**config.mk**
```make
export PLATFORM = sky130hd
export DESIGN_NAME = upil_top
export DESIGN_NICKNAME = d
export VERILOG_FILES = /design/src/rtl/upil_sync.v /design/src/rtl/upil_top.v
export VERILOG_INCLUDE_DIRS = /design/src /design/src/rtl
export SDC_FILE = /design/constraint.sdc
export NUM_CORES = 1
export LEC_CHECK = 0
export BUFFER_PORTS_ARGS = -buffer_cell sky130_fd_sc_hd__buf_4
export CORE_AREA = 2 2 104 81
export CTS_CLUSTER_DIAMETER = 60
export CTS_CLUSTER_SIZE = 8
export DETAILED_ROUTE_END_ITERATION = 10
export DIE_AREA = 0 0 106 83
export HOLD_SLACK_MARGIN = 0.03
export PLACE_DENSITY = 0.51
export RECOVER_POWER = 50
export SYNTH_ARGS = -nofsm -noshare
export SYNTH_HDL_FRONTEND = slang
export SYNTH_HIERARCHICAL = 1
export SYNTH_SLANG_ARGS = --single-unit
```
**constraint.sdc**
```tcl
create_clock -name CORE_CLK -period 3.57 [get_ports CORE_CLK]
set_input_delay 0.5355 -clock CORE_CLK [delete_from_list [all_inputs] [get_ports CORE_CLK]]
set_output_delay 0.5355 -clock CORE_CLK [all_outputs]
set_load 0.01 [all_outputs]
```
**src/rtl/upil_consts.vh**
```
`ifndef UPIL_CONSTS_VH
`define UPIL_CONSTS_VH
`define UPIL_ADDR_LEVEL      6'h13
`define UPIL_ADDR_EVENT      6'h14
`define UPIL_BIT_HOST_DISC   0
`define UPIL_BIT_BUS_PWR     1
`define UPIL_BIT_SESS_OK     2
`define UPIL_BIT_SESS_END    3
`define UPIL_BIT_ID_GND      4
`define UPIL_NUM_SRC         5
`define UPIL_INIT_CYCLES     2'h3
`define UPIL_EDGE_EN_RESET   5'h1F
`define UPIL_ID_HOLD_MS      50
`define UPIL_CLK_MHZ         250
`define UPIL_ID_HOLD_CYCLES  (`UPIL_ID_HOLD_MS * 1000 * `UPIL_CLK_MHZ)
`endif

```
**src/rtl/upil_sync.v**
```verilog
`timescale 1ns/1ns
// two-flop synchroniser, one per bit
module upil_sync #(
   parameter W = 1
) (
   input  wire         clk,
   input  wire         rstn,
   input  wire [W-1:0] d,
   output wire [W-1:0] q
);
   genvar i;
   generate
      for (i = 0; i < W; i = i + 1) begin : g_bit
         reg s1_reg;
         reg s2_reg;
         always @(posedge clk or negedge rstn) begin
            if (!rstn) begin
               s1_reg <= 1'b0;
               s2_reg <= 1'b0;
            end else begin
               s1_reg <= d[i];
               s2_reg <= s1_reg;
            end
         end
         assign q[i] = s2_reg;
      end
   endgenerate
endmodule

```
**src/rtl/upil_top.v**
```verilog
// What this block does
// status register at 0x13 shows live id, session end, session ok, power, disconnect.
// id status bit frozen while id pull-up off and 50 ms after enabling.
// session ok status is the same signal as the a-valid indication.
// disconnect bit meaningful only in host mode; forced zero in low power.
// after reset disconnect status reads the disconnect input in host mode, 0 outside host mode.
// unmasked source change sets the matching bit of the latch register 0x14.
// reading the latch register clears all its bits.
// entering low power mode clears the latch register.
// entering serial or carkit mode clears the latch, regardless of clock suspend.
// event in the read-return cycle shows in returned latch data.
// latch setting follows standard link interface rules for edges and masks.
// link may skip reading latch in synchronous mode; reading stays optional.
// disconnect latch host mode only; after reset takes the disconnect level in host mode, stays 0 otherwise.
// host mode means both d+ and d- pull-down controls are set.
// falling change counts only when its falling enable is 1; enables are input ports, not reset here.
// id events masked while id pull-up off and 50 ms after enabling.
// an event returned in clearing read data is not left latched.
`timescale 1ns/1ns
`include "upil_consts.vh"
module upil_top #(
   parameter ID_HOLD_CYCLES = `UPIL_ID_HOLD_CYCLES
) (
   input  wire       CORE_CLK,
   input  wire       RSTN,
   input  wire       ID_GROUNDED_IN,
   input  wire       SESSION_ENDED_IN,
   input  wire       SESSION_OK_IN,
   input  wire       BUS_POWER_OK_IN,
   input  wire       HOST_DISCONNECT_IN,
   input  wire       ID_PULLUP,
   input  wire       DP_PULLDOWN,
   input  wire       DM_PULLDOWN,
   input  wire       LOW_POWER_MODE,
   input  wire       SERIAL_MODE,
   input  wire       CARKIT_MODE,
   input  wire       CLOCK_SUSPEND,
   input  wire [4:0] RISE_ENABLE,
   input  wire [4:0] FALL_ENABLE,
   input  wire       REG_READ,
   input  wire [5:0] REG_ADDR,
   output reg  [7:0] REG_RDATA,
   output reg        REG_RVALID,
   output wire       SESSION_OK_AVALID,
   output wire [4:0] EVENT_PULSE
);
   localparam CW = 24; // holds the default hold count

   wire [4:0] src_sync;
   reg  [4:0] level_reg;
   reg  [4:0] event_reg;
   reg  [4:0] event_next;
   reg  [CW-1:0] id_cnt_reg;
   reg        id_pu_prev_reg;
   reg  [1:0] init_cnt_reg;
   reg        lp_prev_reg;
   reg        ser_prev_reg;
   reg        ck_prev_reg;
   reg  [4:0] live_level;
   reg  [4:0] src_mask;
   wire       host_mode;
   wire       id_masked;
   wire       lp_entry;
   wire       mode_entry;
   wire [4:0] rise;
   wire [4:0] fall;
   wire [4:0] unmasked_evt;
   wire [4:0] edge_evt;
   wire [4:0] init_evt;
   wire       init_busy;
   wire       init_last;
   wire       rd_level;
   wire       rd_event;

   upil_sync #(.W(5)) u_sync (
      .clk  (CORE_CLK),
      .rstn (RSTN),
      .d    ({ID_GROUNDED_IN, SESSION_ENDED_IN, SESSION_OK_IN, BUS_POWER_OK_IN, HOST_DISCONNECT_IN}),
      .q    (src_sync)
   );

   assign host_mode = DP_PULLDOWN & DM_PULLDOWN;

   // id masking window: pull-up off, or hold counter still running
   always @(posedge CORE_CLK or negedge RSTN) begin
      if (!RSTN) begin
         id_cnt_reg     <= {CW{1'b0}};
         id_pu_prev_reg <= 1'b0;
      end else begin
         id_pu_prev_reg <= ID_PULLUP;
         if (!ID_PULLUP)
            id_cnt_reg <= {CW{1'b0}};
         else if (!id_pu_prev_reg)
            id_cnt_reg <= ID_HOLD_CYCLES[CW-1:0];
         else if (id_cnt_reg != {CW{1'b0}})
            id_cnt_reg <= id_cnt_reg - {{(CW-1){1'b0}}, 1'b1};
      end
   end
   assign id_masked = !ID_PULLUP || !id_pu_prev_reg || (id_cnt_reg != {CW{1'b0}});

   always @* begin
      live_level = src_sync;
      live_level[`UPIL_BIT_ID_GND] = id_masked ? level_reg[`UPIL_BIT_ID_GND]
                                               : src_sync[`UPIL_BIT_ID_GND];
      live_level[`UPIL_BIT_HOST_DISC] = src_sync[`UPIL_BIT_HOST_DISC] & host_mode
                                        & !LOW_POWER_MODE;
      src_mask = 5'h1F;
      src_mask[`UPIL_BIT_ID_GND] = !id_masked;
      src_mask[`UPIL_BIT_HOST_DISC] = host_mode;
   end

   assign SESSION_OK_AVALID = level_reg[`UPIL_BIT_SESS_OK];

   assign rise = live_level & ~level_reg;
   assign fall = ~live_level & level_reg;
   assign init_busy    = (init_cnt_reg != 2'h0);
   assign init_last    = (init_cnt_reg == 2'h1);
   assign edge_evt     = ((rise & RISE_ENABLE) | (fall & FALL_ENABLE)) & src_mask;
   // no edges count while the synchroniser fills; the disconnect latch then takes its level
   assign init_evt     = {4'h0, init_last & live_level[`UPIL_BIT_HOST_DISC]};
   assign unmasked_evt = init_busy ? init_evt : edge_evt;
   assign EVENT_PULSE = unmasked_evt;

   assign lp_entry   = LOW_POWER_MODE & !lp_prev_reg;
   assign mode_entry = (SERIAL_MODE & !ser_prev_reg) | (CARKIT_MODE & !ck_prev_reg);

   assign rd_level = REG_READ && (REG_ADDR == `UPIL_ADDR_LEVEL);
   assign rd_event = REG_READ && (REG_ADDR == `UPIL_ADDR_EVENT);

   always @* begin
      event_next = event_reg | unmasked_evt;
      if (rd_event)
         event_next = 5'h00;
      if (lp_entry)
         event_next = 5'h00;
      if (mode_entry)
         event_next = 5'h00;
   end

   always @(posedge CORE_CLK or negedge RSTN) begin
      if (!RSTN) begin
         level_reg    <= 5'h00;
         event_reg    <= 5'h00;
         init_cnt_reg <= `UPIL_INIT_CYCLES;
         lp_prev_reg  <= 1'b0;
         ser_prev_reg <= 1'b0;
         ck_prev_reg  <= 1'b0;
         REG_RDATA    <= 8'h00;
         REG_RVALID   <= 1'b0;
      end else begin
         lp_prev_reg  <= LOW_POWER_MODE;
         ser_prev_reg <= SERIAL_MODE;
         ck_prev_reg  <= CARKIT_MODE;
         level_reg    <= live_level;
         event_reg    <= event_next;
         if (init_busy)
            init_cnt_reg <= init_cnt_reg - 2'h1;
         REG_RVALID <= REG_READ;
         // status comes from the same flop as the a-valid output
         if (rd_level)
            REG_RDATA <= {3'h0, level_reg};
         else if (rd_event)
            REG_RDATA <= {3'h0, event_reg | unmasked_evt};
         else if (REG_READ)
            REG_RDATA <= 8'h00;
      end
   end
endmodule

```
[Word level (Yosys, flattened, before mapping)]
Index checks and enable logic that the tools add are counted.
Storage, ports and cells
  bits in registers: 59
  output and inout port bits: 15
  bits of input ports: 31
Cells by class
  reductions and logical operators: 14
  bitwise operators: 17
  add/subtract/negate cells: 2
  eq/ne operators: 4
  muxes and demuxes: 11
Operators with widths (number)
  2-to-1 mux 24 bit: 3
  AND 5 bit: 5
  2-to-1 mux 8 bit: 3
  nonzero test 24 bit: 1
  subtractor 24 x 1 -> 24 bit, second input constant: 1
  2-to-1 mux 5 bit: 4
  == test 6 x 5 -> 1 bit, second input constant: 2
  NOT 5 bit: 2
  OR 5 bit: 2
  AND 1 bit: 7
  zero test 1 bit: 7
  inequality test 3 x 2 -> 1 bit, second input constant: 1
  nonzero test 3 bit: 1
  == test 2 x 1 -> 1 bit, second input constant: 1
  logical AND 1 bit: 2
  logical OR 1 bit: 2
  nonzero test 2 bit: 1
  subtractor 2 x 1 -> 2 bit, second input constant: 1
  2-to-1 mux 1 bit: 1
  OR 1 bit: 1

[Logic depth before layout (Yosys ltp)]
Gate-level depths: netlist of the first run.
  word-level depth: 14
  mapped depth: 8

[Cells and area by module]
The synthesis of the first run kept the hierarchy.
Modules (own cells, without submodules)
  upil_top: area each 2381.0 um^2, cells an instance 242, instances 1
  upil_sync: area each 287.8 um^2, cells an instance 15, instances 1

[Worst setup path before layout of the first run]
No wires, ideal clock.
  path type: flip-flop to output port
  start: register id_cnt_reg[0]
  end: output port EVENT_PULSE[4]
  cell stages (with the launch flop): 8
  data arrival time: 1990 ps
  path buffers: 0
  path slack: 1044 ps
  path through: dfrtp_1 -> inv_1 -> ha_1 -> or3b_2 -> or4_1 -> nor4_1 -> nand2_1 -> nor2_1
On the way
  cells in the longest elaborated chain, start to end: 9
  elaborated cells on any way between the ends: 12
  those cells by class: 2 x mux; 7 x bitwise; 3 x reduce/logical
RTL lines
  start, declared: RTL line upil_top.v:53  | reg [CW-1:0] id_cnt_reg;
  start signal, assigned: RTL line upil_top.v:87  | id_cnt_reg <= {CW{1'b0}};
  start signal, assigned: RTL line upil_top.v:92  | id_cnt_reg <= {CW{1'b0}};
  start signal, assigned: RTL line upil_top.v:94  | id_cnt_reg <= ID_HOLD_CYCLES[CW-1:0];
  nonzero test 24 bit *: RTL line upil_top.v:99  | assign id_masked = !ID_PULLUP || !id_pu_prev_reg || (id_cnt_reg != {CW{1'b0}});
  logical OR 1 bit *: RTL line upil_top.v:99
  2-to-1 mux 1 bit: RTL line upil_top.v:103  | live_level[`UPIL_BIT_ID_GND] = id_masked ? level_reg[`UPIL_BIT_ID_GND]
  NOT 5 bit: RTL line upil_top.v:115  | assign fall = ~live_level & level_reg;
  AND 5 bit: RTL line upil_top.v:115
  AND 5 bit: RTL line upil_top.v:118  | assign edge_evt = ((rise & RISE_ENABLE) | (fall & FALL_ENABLE)) & src_mask;
  OR 5 bit: RTL line upil_top.v:118
  AND 5 bit *: RTL line upil_top.v:118
  2-to-1 mux 5 bit *: RTL line upil_top.v:121  | assign unmasked_evt = init_busy ? init_evt : edge_evt;
  end, declared: RTL line upil_top.v:45  | output wire [4:0] EVENT_PULSE
Mark *: on every way between the ends. The rest lies on a longest branch, timed or not.

[Final worst setup path of the first run]
Same ends and word-level chain as after synthesis.

==> flow_summary.yaml, run 1 <==
grt:
  grt_max_degree: 57
  grt_usage_pct: 14.56
  grt_overflow: 0
  antenna_found_initial: 0
  grt_pass1_wl_microns: 10320
  grt_pass1_vias: 2010
place:
  port_buffers: 41
  globalplace.congestion: 0.7909
  dpl-instance-area_sq_um: 3048
  dp.cells: 394
  place_hpwl_microns: 4178
drt:
  wire_per_inst_microns: 14.55
  drc: 0
  firstDrtPassIters: 6
  vias: 2011
  antenna_left: 0
  viasPerCell: 5.002
  routed_wl_microns: 5848
  drt-initial-drc-count: 114
sta:
  fin_crit_ns: 3.085
  rsz0062_at_grt: "no"
  tightest_slew_ns: 1.415
  relSlewSlack_pct: 5.682
  setup_violations: 0
  fmax_ghz: 0.3242
  finalCritPeriodShare_pct: 86.40
  slew_viol_final: 0
  skew_ns: 0.005839
  fin_setup_tns_ns: 0
  finalHoldViolCount: 0
power_and_ir_drop:
  powerDensity_nw_per_um2: 407.4
  clockPowerShare_pct: 27.9
  swShare_pct: 28.99
  power.leakage_nw: 1.345
  p_sw_w: 0.0003688
  ir_drop_uv: 155.0
  power_w: 0.001272
  combPwrFrac_pct: 17.0
  seqPwrFrac_pct: 55.1
  intPower_w: 0.0009035
critical_path:
  worst_ep_arrival_time_ns: 2.55
  r2r_slack_ns: 1.04
  path_max_fanout: 4
  crit_required_ns: 3.03
  startpoint_type: "register"
  path_class: "reg2out"
  end_kind: "output port"
synth:
  ys_top_cells_by_count: "54 x dfrtp_1, 30 x nor2_1, 15 x a21oi_1, 15 x nand2_1"
  synth_top_area_share_pct: 50.63
  syn_inst: 257
  synth_top_area_cell: "dfrtp_1"
  async_flop_share_pct: 100.0
  synth_cell_type_count: 53
  netlist_area_sq_um: 2669
  yosysMostFrequentCell: "dfrtp_1"
  synth_ff_type: "dfrtp_1"
  synth-seq-cells: 56
  ys_warn_count: 6
  synth-edff-count: 0
  avgSynthCellArea_sq_um: 10.38
  synth_area_leaders: "dfrtp_1 51%, nor2_1 4.2%, xor2_1 3.0%, a21oi_1 2.8%, xnor2_1 2.6%"
  synth-seq-area-share_pct: 52.60
die:
  rows: 28
  coreArea_sq_um: 7742
  pin_count: 46
  die_x_microns: 106
  die-area_sq_um: 8798
  start_util_pct: 34.47
  die-height_microns: 83
cells_and_area:
  syn_to_final_growth_pct: 17.02
  seq_area_sq_um: 1404
  drive_gt1_share_pct: 20.54
  finalNetCount: 331
  largest_reg_flops: 24
  final_cells: 402
  fin_util_pct: 40.34
  final_area_sq_um: 3123
  multiInputGateArea_sq_um: 1141
  antenna_cells: 0
  fillers: 775
status:
  status: "completed"
clock_network:
  cts_buffers: 5
  post_cts_buffers: 0
  clk_pin_slew_ns: 0.10
  hold_buffers: 0
  cts_resized: 0
  ctsHtreeMaxLevel: 2
  cts_tree: "built"
  cts_buffer_depth: 2
  root_buffer: "clkbuf_8"
  clock_sinks: 56
  clock_latency_ns: 0.31
min_path:
  hp-class: "in2reg"
job:
  max_cap_violations: 0
==> critical path, stage by stage, from the launching register on <==
cell and delay [ns]:
dfrtp_1 0.42, inv_1 0.11, ha_1 0.16, or3b_2 0.43
or4_1 0.40, nor4_1 0.27, nand2_1 0.15, nor2_1 0.15
buf_4 0.14
==> power groups by stage <==
stage | logic [W] | registers, W | clock network (W)
floorplan | 0.000142 | 0.000705 | 0
CTS | 0.000221 | 0.000701 | 0.000377
detailed placement | 0.000220 | 0.000713 | 0
finish | 0.000217 | 0.000701 | 0.000355
global placement | 0.000218 | 0.000713 | 0
global route | 0.000243 | 0.000708 | 0.000404
==> placed cells by master, fill, tap and decap left out, drive strengths merged, types with 5 or more instances in the layout <==
cell type,count
clkbuf,16
nand3,6
nor2,31
dfrtp,54
buf,34
inv,9
a21oi,15
o21ai,11
nor4,8
xnor2,8
nand2,15
or4,5
nor3,9
xor2,9
==> kinds of logic (layout without fill, tap and decap cells) <==
| family | Yosys count | in the layout | share of synthesized area [%] |
|---|---|---|---|
| and+or+nand+nor | 106 | 106 | 22.55 |
| buffers and inverters | 24 | 62 | 4.922 |
| AOI/OAI and AO/OA | 48 | 48 | 11.91 |
| muxes | 1 | 1 | 0.4219 |
| xor gates and xnor gates | 17 | 17 | 5.579 |
| other | 1 | 3 | 0.1405 |
| adders and majority gates | 4 | 4 | 1.875 |
| DFF | 56 | 56 | 52.60 |
==> per-layer routing <==
metal  vias to the layer above  track usage [%]  wire [microns]
met5                         -                0               0
met4                         0            4.306              78
met3                         7            2.590             250
met2                        39            20.47            2475
met1                       982            22.61            3044
li1                        983                -               -
==> worst paths after layout <==
check,startpoint,end,depth (start not counted)
worst max-delay path,id_cnt_reg[0]$_DFFE_PN0P_,EVENT_PULSE[4],8
worst min-delay path,BUS_POWER_OK_IN,u_sync/g_bit[1].s1_reg$_DFF_PN0_,1
worst max register to register,id_cnt_reg[14]$_DFFE_PN0P_,id_cnt_reg[5]$_DFFE_PN0P_,5
worst min register to register,u_sync/g_bit[3].s1_reg$_DFF_PN0_,u_sync/g_bit[3].s2_reg$_DFF_PN0_,0
max in group asynchronous,RSTN,level_reg[0]$_DFF_PN0_,1
min in group asynchronous,RSTN,level_reg[1]$_DFF_PN0_,1
==> metrics by stage <==
step	hold slack, ns	setup slack, ns
2_1_floorplan	0.2399	1.044
3_3_place_gp	0.3334	0.8223
3_5_place_dp	0.3347	0.8501
4_1_cts	0.2849	0.4647
5_1_grt	0.3242	0.2867
6_report	0.3421	0.4854
==> final cells by class <==
class                   count  share of cell area [%]
flip-flops and latches     56                   44.95
multi-input cells         179                   36.54
repair buffers             45                   10.26
well taps                 105                   4.207
clock buffers               5                   2.204
inverters                   9                   1.082
clock inverters             3                  0.7612
Note: power is estimated with default switching activity, not from simulation.
==> run 2, diff against run 1 <==
--- a/config.mk
+++ b/config.mk
@@ -13,7 +13,7 @@
 export DETAILED_ROUTE_END_ITERATION = 10
 export DIE_AREA = 0 0 106 83
 export HOLD_SLACK_MARGIN = 0.03
-export PLACE_DENSITY = 0.51
+export PLACE_DENSITY = 0.5
 export RECOVER_POWER = 50
 export SYNTH_ARGS = -nofsm -noshare
 export SYNTH_HDL_FRONTEND = slang
==> run 2 against run 1 <==
  * Die area is the same
  * Sequential power barely moved
  * Clock power about the same
  * Clock-buffer cell count did not move
  * Global-route usage is 0.050 points lower
  * Fmax fell by 1.4%
  * Sequential share of layout area hardly changed
  * Core utilization about the same
  * Largest power group unchanged
  * Sequential cell count unchanged
  * Clock skew increased by 0.0053 ns
  * Critical path depth stayed put
==> flow_summary.yaml, run 2 (synthesized netlist as in run 1, its figures left out) <==
status:
  status: "completed"
critical_path:
  path_class: "reg2out"
  end_kind: "output port"
  path_max_fanout: 4
  cpPeakStageDelay_ns: 0.43
  startpoint_type: "register"
  worst_ep_arrival_time_ns: 2.59
  crit_chain: "inv_1, ha_1, or3b_2, or4_1, nor4_1, nand2_1, nor2_1, buf_4"
  critPathSlowestCell: "or3b_2"
  crit_required_ns: 3.03
clock_network:
  clock_latency_ns: 0.31
  cts_resized: 0
  hold_buffers: 0
  root_buffer: "clkbuf_8"
  post_cts_buffers: 0
  cts_buffers: 5
  clock_sinks: 56
  cts_buffer_depth: 2
  clk_pin_slew_ns: 0.11
  cts_tree: "built"
  ctsHtreeMaxLevel: 2
grt:
  antenna_found_initial: 0
  grt_pass1_wl_microns: 10360
  grt_pass1_vias: 2048
  grt_usage_pct: 14.51
  grt_overflow: 0
  grt_max_degree: 57
cells_and_area:
  syn_to_final_growth_pct: 16.92
  layout_commonest_cell: "dfrtp_1"
  layout_common_cells: "54 x dfrtp_1, 34 x buf_4, 30 x nor2_1"
  largest_reg_flops: 24
  antenna_cells: 0
  finalNetCount: 331
  drive_gt1_share_pct: 20.54
sta:
  fmax_ghz: 0.3196
  fin_crit_ns: 3.129
  skew_ns: 0.01113
  slew_viol_final: 0
  setup_violations: 0
  relSlewSlack_pct: 8.552
  finalHoldViolCount: 0
  finalCritPeriodShare_pct: 87.65
  tightest_slew_ns: 1.372
  whs_ns: 0.3423
  rsz0062_at_grt: "no"
  fin_setup_tns_ns: 0
drt:
  drc: 0
  firstDrtPassIters: 4
  viasPerCell: 4.925
  wire_per_inst_microns: 14.47
  drt-initial-drc-count: 111
  routed_wl_microns: 5816
  antenna_left: 0
  vias: 1980
power_and_ir_drop:
  powerDensity_nw_per_um2: 407.6
  power.leakage_nw: 1.349
  ir_drop_uv: 161.7
place:
  place_hpwl_microns: 4148
  globalplace.congestion: 0.7791
  port_buffers: 41
die:
  rows: 28
  start_util_pct: 34.47
  pin_count: 46
  die-height_microns: 83
  die_x_microns: 106
  die-area_sq_um: 8798
  coreArea_sq_um: 7742
job:
  max_cap_violations: 0
min_path:
  hp-class: "in2reg"
run 2: worst paths after layout:
path / start / slack (ns) / endpoint / depth (start not counted)
worst max register to register: id_cnt_reg[14]$_DFFE_PN0P_ / 1.00 / id_cnt_reg[5]$_DFFE_PN0P_ / 5
worst min register to register: u_sync/g_bit[3].s1_reg$_DFF_PN0_ / 0.36 / u_sync/g_bit[3].s2_reg$_DFF_PN0_ / 0
max in group asynchronous: RSTN / 2.21 / REG_RVALID$_DFF_PN0_ / 1
min in group asynchronous: RSTN / 0.52 / u_sync/g_bit[2].s1_reg$_DFF_PN0_ / 1
worst min-delay path: BUS_POWER_OK_IN / 0.34 / u_sync/g_bit[1].s1_reg$_DFF_PN0_ / 1
worst max-delay path: id_cnt_reg[0]$_DFFE_PN0P_ / 0.44 / EVENT_PULSE[4] / 8
run 2: critical path: cells and delay by family (launching register included):
family	cells	cell delay, ns
adder cells (fa/ha/maj)	1	0.17
buffers and inverters	2	0.24
flip-flops	1	0.42
AND/OR/NAND/NOR	5	1.44
run 2: area by class of cell:
class | instances | area (sq um)
inverter | 9 | 33.78
tap | 105 | 131.4
fill | 772 | 4622
sequential | 56 | 1404
clock buffer | 5 | 68.82
multi-input combinational | 179 | 1141
timing repair buffer | 45 | 320.3
clock inverter | 3 | 21.27
run 2: power breakdown:
group	leakage, nW	internal, W	switching [W]
clock	0.0445	0.000140	0.000216
combinational	0.598	0.0000947	0.000120
sequential	0.706	0.000669	0.0000315
run 2: through the flow:
step,instances,worst slack (ns),area (sq um),power [W],util (%)
floorplan,259,1.044,2676,0.0008465,-
global placement,394,0.8048,3048,0.0009313,39.37
detailed placement,394,0.7894,3048,0.0009322,39.37
CTS,402,0.4107,3138,0.001295,40.53
global route,402,0.2918,3120,0.001352,40.30
finish,402,0.4409,3120,0.001272,40.30
run 2: routing by layer:
metal | up-vias | track usage [%] | part of all wire (%)
met2 | 40 | 21.17 | 43
met5 | - | 0 | 0
met3 | 4 | 2.590 | 3.7
li1 | 983 | - | -
met4 | 0 | 3.589 | 0.83
met1 | 953 | 22.17 | 53
